File: src/rtl/hpc_pkg.sv
// Purpose: shared constants and types of the host port control and pointer block
// Assumes: 32-bit processor-side register words, 16-bit host-side halfwords
// Notes:   bit positions are those of the control word seen by both parties
package hpc_pkg;

    // processor-side byte offsets
    localparam logic [7:0]  CONTROL_OFFSET       = 8'h30;
    localparam logic [7:0]  WRITE_POINTER_OFFSET = 8'h34;
    localparam logic [7:0]  READ_POINTER_OFFSET  = 8'h38;

    // control word field positions
    localparam int          POINTER_SELECT_BIT   = 11;
    localparam int          SPLIT_MODE_BIT       = 9;
    localparam int          HALF_STATUS_BIT      = 8;
    localparam int          SOFT_RESET_BIT       = 7;
    localparam int          FETCH_BIT            = 4;
    localparam int          FIXED_ONE_BIT        = 3;
    localparam int          HOST_INTERRUPT_BIT   = 2;
    localparam int          CPU_INTERRUPT_BIT    = 1;
    localparam int          HALF_ORDER_BIT       = 0;

    // reset values
    localparam logic [31:0] POINTER_RESET        = 32'h0000_8000;
    localparam logic        CONFIG_RESET         = 1'b0;
    localparam logic        FIXED_ONE_VALUE      = 1'b1;

    // what a host access is aimed at
    typedef enum logic {
        HPC_HOST_CONTROL,
        HPC_HOST_POINTER
    } hpc_host_target_type;

endpackage : hpc_pkg

File: src/rtl/hpc_flag.sv
// Purpose: one control flag driven to an active level by one party, back by another
// Assumes: both strobes come from logic on the same clock
// Notes:   the activating strobe wins when both arrive together
module hpc_flag #(
    parameter logic ACTIVE = 1'b1
) (
    input  wire logic clock,
    input  wire logic rst_b,
    input  wire logic activate,
    input  wire logic release_,
    output logic      level
);

    // activation beats release so no event is lost
    always_ff @(posedge clock or negedge rst_b) begin
        if (!rst_b) begin
            level <= ~ACTIVE;
        end else if (activate) begin
            level <= ACTIVE;
        end else if (release_) begin
            level <= ~ACTIVE;
        end
    end

endmodule : hpc_flag

File: src/rtl/hpc_pointer_reg.sv
// Purpose: one 32-bit address pointer with independent halfword write enables
// Assumes: a full-word write raises both enables
// Notes:   the reset value is given by the instantiating module
module hpc_pointer_reg #(
    parameter logic [31:0] RESET_VALUE = 32'h0000_0000
) (
    input  wire logic        clock,
    input  wire logic        rst_b,
    input  wire logic        writeHigh,
    input  wire logic        writeLow,
    input  wire logic [31:0] writeData,
    output logic      [31:0] pointer
);

    // upper halfword
    always_ff @(posedge clock or negedge rst_b) begin
        if (!rst_b) begin
            pointer[31:16] <= RESET_VALUE[31:16];
        end else if (writeHigh) begin
            pointer[31:16] <= writeData[31:16];
        end
    end

    // lower halfword
    always_ff @(posedge clock or negedge rst_b) begin
        if (!rst_b) begin
            pointer[15:0] <= RESET_VALUE[15:0];
        end else if (writeLow) begin
            pointer[15:0] <= writeData[15:0];
        end
    end

endmodule : hpc_pointer_reg

File: src/rtl/hpc_control_pointers.sv
// Purpose: control word and read/write address pointers shared by host and processor
// Assumes: host and processor strobes come from logic on this clock, one cycle each
// Notes:   read data appear one cycle after the read strobe and hold until the next read

// Notes on behaviour
// - in split mode, pointer select 0 picks the write pointer, 1 the read pointer
// - split mode clear makes both pointers one for the host; set separates them
// - processor always reads each pointer, writes it only while it owns pointers; split implied while it owns pointers
// - half order status bit always mirrors half order, updated by the same write
// - host writing 1 to fetch posts a prefetch request; processor writes ignored
// - fetch bit always reads zero for both parties
// - processor writing 1 to host interrupt bit drives the host pin low
// - host clears a pending host interrupt by writing 1; pin returns high
// - host interrupt bit reads as inverse of the host pin level
// - writing 0 to host interrupt bit changes neither bit nor pin
// - host writing 1 raises processor interrupt; zero writes do nothing
// - half order governs data and pointer halfwords; 0 means first is upper
// - two 32-bit pointers, each reset to 8000h in the lower half
// - non-owner of control may only write 1 to interrupt, fetch and soft reset bits
// - control owner is host when 0, processor when 1 if it owns pointers
// - pointer owner is host when 0, processor when 1
module hpc_control_pointers (
    input  wire logic                         clock,
    input  wire logic                         rst_b,
    // ownership from the system-level control
    input  wire logic                         controlWriteOwner,
    input  wire logic                         pointerWriteOwner,
    // host halfword port
    input  wire logic                         hostSel,
    input  wire logic                         hostWrite,
    input  wire hpc_pkg::hpc_host_target_type hostTarget,
    input  wire logic                         hostHalf,
    input  wire logic [15:0]                  hostWdata,
    output logic      [15:0]                  hostRdata,
    // processor word port
    input  wire logic                         cpuSel,
    input  wire logic                         cpuWrite,
    input  wire logic [7:0]                   cpuAddr,
    input  wire logic [31:0]                  cpuWdata,
    output logic      [31:0]                  cpuRdata,
    // block outputs
    output logic                              hostInterruptPin_b,
    output logic                              processorInterruptRequest,
    output logic                              prefetchRequest,
    output logic                              portSoftReset,
    output logic                              halfOrder,
    output logic                              splitPointerMode,
    output logic                              pointerSelect,
    output logic      [31:0]                  writePointer,
    output logic      [31:0]                  readPointer
);
    import hpc_pkg::*;

    logic        halfOrderStatus;
    logic        hostWr;
    logic        hostRd;
    logic        hostUpper;
    logic        hostCtlWr;
    logic        hostPtrWr;
    logic        cpuWr;
    logic        cpuRd;
    logic        cpuCtlWr;
    logic        cpuWpWr;
    logic        cpuRpWr;
    logic        cpuOwnsCtl;
    logic        cpuOwnsPtr;
    logic        effSplit;
    logic        hostToWrite;
    logic        hostToRead;
    logic        ownerWr;
    logic [31:0] ownerData;
    logic [31:0] hostPtrData;
    logic [31:0] hostPtrView;
    logic [31:0] ctlValue;

    // access decode per port
    assign hostWr    = hostSel & hostWrite;
    assign hostRd    = hostSel & ~hostWrite;
    assign cpuWr     = cpuSel & cpuWrite;
    assign cpuRd     = cpuSel & ~cpuWrite;
    // first halfword is the upper one when half order is 0
    assign hostUpper = ~(hostHalf ^ halfOrder);
    assign hostCtlWr = hostWr & (hostTarget == HPC_HOST_CONTROL) & ~hostUpper;
    assign cpuCtlWr  = cpuWr & (cpuAddr == CONTROL_OFFSET);

    // ownership of control word and pointers
    assign cpuOwnsPtr = pointerWriteOwner;
    assign cpuOwnsCtl = controlWriteOwner & pointerWriteOwner;
    assign ownerWr    = cpuOwnsCtl ? cpuCtlWr : hostCtlWr;
    assign ownerData  = cpuOwnsCtl ? cpuWdata : {16'h0000, hostWdata};

    // pointer routing for the host
    assign effSplit    = splitPointerMode | cpuOwnsPtr;
    assign hostToWrite = effSplit ? ~pointerSelect : 1'b1;
    assign hostToRead  = effSplit ? pointerSelect : 1'b1;
    assign hostPtrWr   = hostWr & (hostTarget == HPC_HOST_POINTER) & ~cpuOwnsPtr;
    assign hostPtrData = {hostWdata, hostWdata};
    assign hostPtrView = (effSplit & pointerSelect) ? readPointer : writePointer;
    assign cpuWpWr     = cpuWr & (cpuAddr == WRITE_POINTER_OFFSET) & cpuOwnsPtr;
    assign cpuRpWr     = cpuWr & (cpuAddr == READ_POINTER_OFFSET) & cpuOwnsPtr;

    // configuration fields, written by the owner only
    always_ff @(posedge clock or negedge rst_b) begin
        if (!rst_b) begin
            pointerSelect    <= CONFIG_RESET;
            splitPointerMode <= CONFIG_RESET;
            halfOrder        <= CONFIG_RESET;
            halfOrderStatus  <= CONFIG_RESET;
        end else if (ownerWr) begin
            pointerSelect    <= ownerData[POINTER_SELECT_BIT];
            splitPointerMode <= ownerData[SPLIT_MODE_BIT];
            halfOrder        <= ownerData[HALF_ORDER_BIT];
            halfOrderStatus  <= ownerData[HALF_ORDER_BIT];
        end
    end

    // prefetch request, one cycle per host write of 1
    always_ff @(posedge clock or negedge rst_b) begin
        if (!rst_b) begin
            prefetchRequest <= 1'b0;
        end else begin
            prefetchRequest <= hostCtlWr & hostWdata[FETCH_BIT];
        end
    end

    // host pin: processor drives low, host releases high
    hpc_flag #(
        .ACTIVE   (1'b0)
    ) u_host_interrupt (
        .clock    (clock),
        .rst_b    (rst_b),
        .activate (cpuCtlWr & cpuWdata[HOST_INTERRUPT_BIT]),
        .release_ (hostCtlWr & hostWdata[HOST_INTERRUPT_BIT]),
        .level    (hostInterruptPin_b)
    );

    // processor interrupt: host raises, processor clears by writing 1
    hpc_flag #(
        .ACTIVE   (1'b1)
    ) u_cpu_interrupt (
        .clock    (clock),
        .rst_b    (rst_b),
        .activate (hostCtlWr & hostWdata[CPU_INTERRUPT_BIT]),
        .release_ (cpuCtlWr & cpuWdata[CPU_INTERRUPT_BIT]),
        .level    (processorInterruptRequest)
    );

    // soft reset: either party sets by 1, owner clears by 0
    hpc_flag #(
        .ACTIVE   (1'b1)
    ) u_soft_reset (
        .clock    (clock),
        .rst_b    (rst_b),
        .activate ((hostCtlWr & hostWdata[SOFT_RESET_BIT]) |
                   (cpuCtlWr & cpuWdata[SOFT_RESET_BIT])),
        .release_ (ownerWr & ~ownerData[SOFT_RESET_BIT]),
        .level    (portSoftReset)
    );

    // write pointer: host halfwords or processor words
    hpc_pointer_reg #(
        .RESET_VALUE (POINTER_RESET)
    ) u_write_pointer (
        .clock     (clock),
        .rst_b     (rst_b),
        .writeHigh ((hostPtrWr & hostToWrite & hostUpper) | cpuWpWr),
        .writeLow  ((hostPtrWr & hostToWrite & ~hostUpper) | cpuWpWr),
        .writeData (cpuWpWr ? cpuWdata : hostPtrData),
        .pointer   (writePointer)
    );

    // read pointer: shared with the write pointer unless split
    hpc_pointer_reg #(
        .RESET_VALUE (POINTER_RESET)
    ) u_read_pointer (
        .clock     (clock),
        .rst_b     (rst_b),
        .writeHigh ((hostPtrWr & hostToRead & hostUpper) | cpuRpWr),
        .writeLow  ((hostPtrWr & hostToRead & ~hostUpper) | cpuRpWr),
        .writeData (cpuRpWr ? cpuWdata : hostPtrData),
        .pointer   (readPointer)
    );

    // control word as read by either party
    always_comb begin
        ctlValue                     = 32'h0000_0000;
        ctlValue[POINTER_SELECT_BIT] = pointerSelect;
        ctlValue[SPLIT_MODE_BIT]     = splitPointerMode;
        ctlValue[HALF_STATUS_BIT]    = halfOrderStatus;
        ctlValue[SOFT_RESET_BIT]     = portSoftReset;
        ctlValue[FETCH_BIT]          = 1'b0;
        ctlValue[FIXED_ONE_BIT]      = FIXED_ONE_VALUE;
        ctlValue[HOST_INTERRUPT_BIT] = ~hostInterruptPin_b;
        ctlValue[CPU_INTERRUPT_BIT]  = processorInterruptRequest;
        ctlValue[HALF_ORDER_BIT]     = halfOrder;
    end

    // host read data, halfword picked by the ordering bit
    always_ff @(posedge clock or negedge rst_b) begin
        if (!rst_b) begin
            hostRdata <= 16'h0000;
        end else if (hostRd) begin
            if (hostTarget == HPC_HOST_CONTROL) begin
                hostRdata <= hostUpper ? ctlValue[31:16] : ctlValue[15:0];
            end else begin
                hostRdata <= hostUpper ? hostPtrView[31:16] : hostPtrView[15:0];
            end
        end
    end

    // processor read data, unmapped offsets read zero
    always_ff @(posedge clock or negedge rst_b) begin
        if (!rst_b) begin
            cpuRdata <= 32'h0000_0000;
        end else if (cpuRd) begin
            unique case (cpuAddr)
                CONTROL_OFFSET:       cpuRdata <= ctlValue;
                WRITE_POINTER_OFFSET: cpuRdata <= writePointer;
                READ_POINTER_OFFSET:  cpuRdata <= readPointer;
                default:              cpuRdata <= 32'h0000_0000;
            endcase
        end
    end

    // checks on routing, pointers, control bits, interrupts and ownership
    a_select_route: assert property (@(posedge clock) disable iff (!rst_b)
        (hostPtrWr && splitPointerMode && pointerSelect) |=> $stable(writePointer))
        else $error("split select 1 still wrote the write pointer");

    a_shared_pointer: assert property (@(posedge clock) disable iff (!rst_b)
        (hostPtrWr && !effSplit && hostUpper)
        |=> (writePointer[31:16] == $past(hostWdata)) && (readPointer[31:16] == $past(hostWdata)))
        else $error("single mode host write did not reach both pointers");

    a_cpu_pointer: assert property (@(posedge clock) disable iff (!rst_b)
        cpuWpWr |=> (writePointer == $past(cpuWdata)) && $stable(readPointer))
        else $error("processor write pointer access not individual");

    a_status_mirror: assert property (@(posedge clock) disable iff (!rst_b)
        ownerWr |=> (halfOrderStatus == halfOrder) && (halfOrder == $past(ownerData[0])))
        else $error("half order status out of step");

    a_fetch_request: assert property (@(posedge clock) disable iff (!rst_b)
        (hostCtlWr && hostWdata[FETCH_BIT]) |=> prefetchRequest)
        else $error("host fetch write gave no prefetch request");

    a_fetch_cpu_ignored: assert property (@(posedge clock) disable iff (!rst_b)
        (cpuCtlWr && !hostCtlWr) |=> !prefetchRequest)
        else $error("processor write posted a prefetch");

    a_fetch_reads_zero: assert property (@(posedge clock) disable iff (!rst_b)
        (cpuRd && cpuAddr == CONTROL_OFFSET) |=> !cpuRdata[FETCH_BIT])
        else $error("fetch bit read as one");

    a_host_interrupt_pin_assert: assert property (@(posedge clock) disable iff (!rst_b)
        (cpuCtlWr && cpuWdata[HOST_INTERRUPT_BIT]) |=> !hostInterruptPin_b)
        else $error("host pin not driven low");

    a_host_interrupt_pin_clear: assert property (@(posedge clock) disable iff (!rst_b)
        (hostCtlWr && hostWdata[HOST_INTERRUPT_BIT]
         && !(cpuCtlWr && cpuWdata[HOST_INTERRUPT_BIT])) |=> hostInterruptPin_b)
        else $error("host pin not released");

    a_host_interrupt_pin_readback: assert property (@(posedge clock) disable iff (!rst_b)
        (cpuRd && cpuAddr == CONTROL_OFFSET)
        |=> cpuRdata[HOST_INTERRUPT_BIT] == !$past(hostInterruptPin_b))
        else $error("host interrupt bit not inverse of pin");

    a_host_interrupt_pin_zero_write: assert property (@(posedge clock) disable iff (!rst_b)
        ((hostCtlWr || cpuCtlWr) && !(hostCtlWr && hostWdata[HOST_INTERRUPT_BIT])
         && !(cpuCtlWr && cpuWdata[HOST_INTERRUPT_BIT])) |=> $stable(hostInterruptPin_b))
        else $error("zero write moved the host pin");

    a_cpu_interrupt: assert property (@(posedge clock) disable iff (!rst_b)
        (hostCtlWr && hostWdata[CPU_INTERRUPT_BIT]) |=> processorInterruptRequest)
        else $error("host write did not raise processor interrupt");

    a_pointer_reset: assert property (@(posedge clock) disable iff (!rst_b)
        $rose(rst_b) |-> (writePointer == POINTER_RESET) && (readPointer == POINTER_RESET))
        else $error("pointer reset value wrong");

    a_nonowner_locked: assert property (@(posedge clock) disable iff (!rst_b)
        (cpuCtlWr && !cpuOwnsCtl && !hostCtlWr)
        |=> $stable(splitPointerMode) && $stable(pointerSelect) && $stable(halfOrder))
        else $error("non-owner changed configuration");

    a_control_owner: assert property (@(posedge clock) disable iff (!rst_b)
        (cpuCtlWr && cpuOwnsCtl) |=> splitPointerMode == $past(cpuWdata[SPLIT_MODE_BIT]))
        else $error("owning processor write not applied");

    a_pointer_owner: assert property (@(posedge clock) disable iff (!rst_b)
        (hostWr && hostTarget == HPC_HOST_POINTER && pointerWriteOwner)
        |=> $stable(writePointer) && $stable(readPointer))
        else $error("host wrote pointers it does not own");

    a_soft_reset_set: assert property (@(posedge clock) disable iff (!rst_b)
        (cpuCtlWr && cpuWdata[SOFT_RESET_BIT]) |=> portSoftReset)
        else $error("processor soft reset write not taken");

endmodule : hpc_control_pointers

File: config.mk
export PLATFORM = sky130hd
export DESIGN_NAME = hpc_control_pointers
export DESIGN_NICKNAME = d
export VERILOG_FILES = /design/src/rtl/hpc_pkg.sv /design/src/rtl/hpc_flag.sv /design/src/rtl/hpc_pointer_reg.sv /design/src/rtl/hpc_control_pointers.sv
export SDC_FILE = /design/constraint.sdc
export NUM_CORES = 1
export LEC_CHECK = 0
export BUFFER_PORTS_ARGS = -buffer_cell sky130_fd_sc_hd__buf_2
export CORE_ASPECT_RATIO = 0.6
export CORE_MARGIN = 10
export CORE_UTILIZATION = 47
export CTS_BUF_LIST = sky130_fd_sc_hd__clkbuf_8 sky130_fd_sc_hd__clkbuf_16
export CTS_CLUSTER_SIZE = 8
export DETAILED_ROUTE_END_ITERATION = 8
export GPL_TIMING_DRIVEN = 0
export PLACE_DENSITY = 0.73
export SLEW_MARGIN = 20
export SYNTH_ARGS = -nofsm -noshare
export SYNTH_HDL_FRONTEND = slang
export SYNTH_HIERARCHICAL = 1
export SYNTH_SLANG_ARGS = --single-unit
File: constraint.sdc
create_clock -name clock -period 3 [get_ports clock]
set_input_delay 0.3 -clock clock [delete_from_list [all_inputs] [get_ports clock]]
set_output_delay 0.3 -clock clock [all_outputs]
set_load 0.02 [all_outputs]
==> metrics.md <==
| Metric | Value |
|---|---|
| Compound-cell area share of the yosys netlist | `a little under an eighth` |
| Worst IR Drop VDD | `between 0.0004 and 0.0005 V` |
| # nets final | `between 700 and 800` |
| Hold endpoint | `prefetchRequest` |
| PortBufs | `184` |
| Seq/Total Area, Yosys | `a little under half` |
| Final ANT Viol Nets | `0` |
| Register Area | `2980 sq um` |
| Endpoints failing hold | `0` |
| Die area | `18900 sq um` |
| Setup-failing EPs final | `0` |
| RR Startpoint | `halfOrderStatus` |
| Drt initial violations | `approximately 500` |
| CP delay by family, top | `simple AND/OR/NAND/NOR gates` |
| Pleak | `around 3.9 nW` |
| Post-Place Cells | `approximately 850` |
| Post-synth top area share | `between 40% and 50%` |
| Synth-to-Final Area Change | `27.3%` |
| Gpl congestion | `between 0.9 and 1` |
| CP Cell Sequence | `ha_1 > clkbuf_1 > nor4bb_1 > nand2b_1 > o22ai_1 > inv_1 > a21o_1` |
| HP Start | `hostWdata[4]` |
| PD cells | `between 900 and 1000 nW/um^2` |
| Dpl hpwl | `16.8 mm` |
| Clk_lat worst skew | `0.41 ns` |
| Flop-to-flop setup slack | `~0.17 ns` |
| Synth Area in Adders | `0.195%` |
| IO Count | `between 150 and 200` |
| Status | `completed` |
| Non-Filler Instances | `between 800 and 900` |
| Fmax | `0.354 GHz` |
| Vias in the first global route | `between 5000 and 6000` |
| Yosys top cell by area | `dfrtp_1` |
| Fillers | `1030` |
| Top FF cell, synth | `dfrtp_1` |
| CTS max path bufs | `2` |
| Core Rows | `32` |
| WL final | `roughly 22 mm` |
| Period utilization | `between 90 and 100%` |
| Crit path max-delay cell type | `nor4bb_1` |
| Crit Path Class | `reg -> reg` |
| Chip height | `roughly 110 microns` |
| Data arrival, critical path | `between 3 and 4 ns` |
| Post-CTS Setup Inserts | `0` |
| Buf/Inv on CP | `2` |
| WHS | `0.223 ns` |
| Avg WL per Cell | `25.2 microns` |
| Reg2Reg Depth | `7` |
| Startpoint Class | `flop` |
| GRT Total Usage | `23.2%` |
| Pin count of the biggest net entering global routing | `between 70 and 80` |
| Hold path cells | `2` |
| Post-synth EDFFs | `0` |
| Design Area, Final | `between 8000 and 9000 sq um` |
| Vias per cell | `between 5 and 6` |
| Post-synthesis mux area share | `~31%` |
| Max_slew headroom | `slightly below 30%` |
| Final worst path period need | `about 2.8 ns` |
| Core box area | `between 10000 and 15000 sq um` |
| FFs w/ async S/R, synth | `100%` |
| Reg2reg end | `u_soft_reset/level` |
| HP Class | `in -> reg` |
| Clock skew | `approximately 0.0069 ns` |
| Yosys warns | `6` |
| DP Area | `~7600 sq um` |
| CP peak stage delay | `0.97 ns` |
| Synth unique cells | `46` |
| Grt total ovfl | `0` |
| Final Util | `a little over three fifths` |
| Largest cells by area after synthesis | `dfrtp_1 45%, mux2_2 15%, mux2_4 9.3%, mux4_2 5.3%, a22oi_1 2.8%` |
| Multi-input combinational cell area | `roughly 3100 sq um` |
| Unrepaired setup endpoints after global routing | `no` |
| Worst Setup End Kind | `flop` |
| Slew Limit Fails | `0` |
| Total CTS buffers | `17` |
| Mapped cell area | `6420 sq um` |
| Final Power | `roughly 7.8 mW` |
| Cells after Synth | `497` |
| Worst Path Max Fanout | `9` |
| Layout cells sized above 1 | `53.8%` |
| Max H-tree Level | `4` |
| Required time of the worst setup path | `3.30 ns` |
| Global-route wire length before repair | `about 34 mm` |
| Post-synthesis xor/xnor area fraction | `0%` |
| Initial core utilization | `between 40% and 50%` |
| 1st-pass router iterations | `5` |
| # DRC | `0` |
| Initial antenna violation count | `3` |
| Post-Synth Simple-Gate Area | `about 6.6%` |
| CTS tree | `built` |
| Root buf cell | `clkbuf_16` |
| Vias | `roughly 5300` |
| Max Cap Viol | `0` |
| Clk sink count | `~120` |
| Clock transition at the registers of the reported paths | `about 0.060 ns` |
| Synth Net Count | `564` |
| Seq cells post-synth | `~120` |
| Largest family of logic cells by synthesized area | `multiplexers` |
| Die Width | `~170 microns` |
| Slew @ Worst Pin | `1.05 ns` |
| Mean post-synth cell area | `around 13 sq um` |
power breakdown:
part / leakage [nW] / internal, mW / switching (mW)
combinational: 2.08 / 1.38 / 1.58
clock: 0.290 / 1.27 / 0.725
sequential: 1.52 / 2.16 / 0.698
cell usage after synthesis, types with 2 or more instances:
cell type  instances
buf_6              8
buf_2              6
mux2_1             3
a22oi_1           24
clkbuf_1          14
dfstp_2            3
nand4_1            3
a221oi_1           4
mux4_2            15
nor2_1            17
nor2b_1            4
o22a_1             3
o21bai_1           4
nor4bb_1           2
nand2_1           37
dfrtp_1          116
and3_1             2
mux2i_1            5
o21ai_0           33
buf_4              3
a21oi_1            7
o21a_1             4
and2_1             6
a22o_1            17
mux2_2            85
nand2b_1           4
inv_1              6
buf_12             4
mux2_4            40
a21o_1             2
layout by cell type, fill, tap and decap left out, types with 3 or more instances in the layout:
| cell type | instances |
|---|---|
| o22a_1 | 3 |
| a21oi_1 | 7 |
| buf_2 | 189 |
| clkbuf_1 | 13 |
| and2_1 | 6 |
| o21a_1 | 4 |
| o21ai_0 | 33 |
| o21bai_1 | 4 |
| mux2_2 | 85 |
| mux2_4 | 40 |
| dfrtp_1 | 116 |
| dfstp_2 | 3 |
| buf_12 | 4 |
| buf_4 | 3 |
| nand2_1 | 37 |
| mux2_1 | 3 |
| mux4_2 | 15 |
| mux2i_1 | 5 |
| nor2b_1 | 4 |
| a22oi_1 | 24 |
| nand4_1 | 3 |
| clkbuf_16 | 17 |
| clkinv_2 | 5 |
| nor2_1 | 17 |
| nand2b_1 | 4 |
| buf_6 | 9 |
| a221oi_1 | 4 |
| inv_1 | 8 |
| a22o_1 | 17 |
| clkbuf_8 | 3 |
through the flow:
step	setup TNS [ns]	setup WS, ns
floorplan	0	0.613
detailed placement	-0.444	-0.0432
global route	0	0.0140
global placement	-0.889	-0.0498
CTS	0	0.222
finish	0	0.173
worst max-delay path by stage:
stage                     from                         end  slack (ns)  depth (start not counted)
6_report       halfOrderStatus          u_soft_reset/level        0.17                          7
3_5_place_dp   halfOrderStatus  u_read_pointer/pointer[23]       -0.04                          8
3_3_place_gp          hostHalf  u_read_pointer/pointer[25]       -0.05                         10
5_1_grt        halfOrderStatus          u_soft_reset/level        0.01                          7
4_1_cts        halfOrderStatus  u_read_pointer/pointer[28]        0.22                          8
2_1_floorplan  halfOrderStatus  u_read_pointer/pointer[21]        0.61                          8
cell type report:
cell class	count	share of cell area, %
diodes	1	0.0306
clock buffers	20	5.71
inverters	6	0.275
flip-flops and latches	119	36.4
multi-input cells	336	38.4
plain buffers	36	3.43
repair buffers	186	11.8
clock inverters	11	1.32
well taps	170	2.60
sequential cells by signal, indices dropped and copies added, names as in the netlist:
signal	count
u_cpu_interrupt/level	1
u_soft_reset/level	1
cpuRdata	32
halfOrderStatus	1
u_read_pointer/pointer	32
u_write_pointer/pointer	32
u_host_interrupt/level	1
splitPointerMode	1
pointerSelect	1
hostRdata	16
prefetchRequest	1
kinds of logic (layout without fill, tap and decap cells):
logic type	count (synthesis)	count (layout)
compound gates	105	105
other cells	0	1
simple gates	82	82
flops	119	119
fa+ha+maj	1	1
buf+inv	42	259
mux	148	148
what timing repair did:
| item | CTS | global route |
|---|---|---|
| endpoints found under the setup margin | 20 | 0 |
| gates resized for setup | 1 | 0 |
| endpoints found under the hold margin | 45 | 0 |
| hold buffers | 1 | 0 |
per-layer routing:
metal  GRT usage (%)  share of wire (%)
met4            5.68               0.80
met2            34.5                 44
met1            31.5                 43
met3            8.41                 12
met5               0              0.085
No activity file was read; power rests on OpenSTA's default activity.
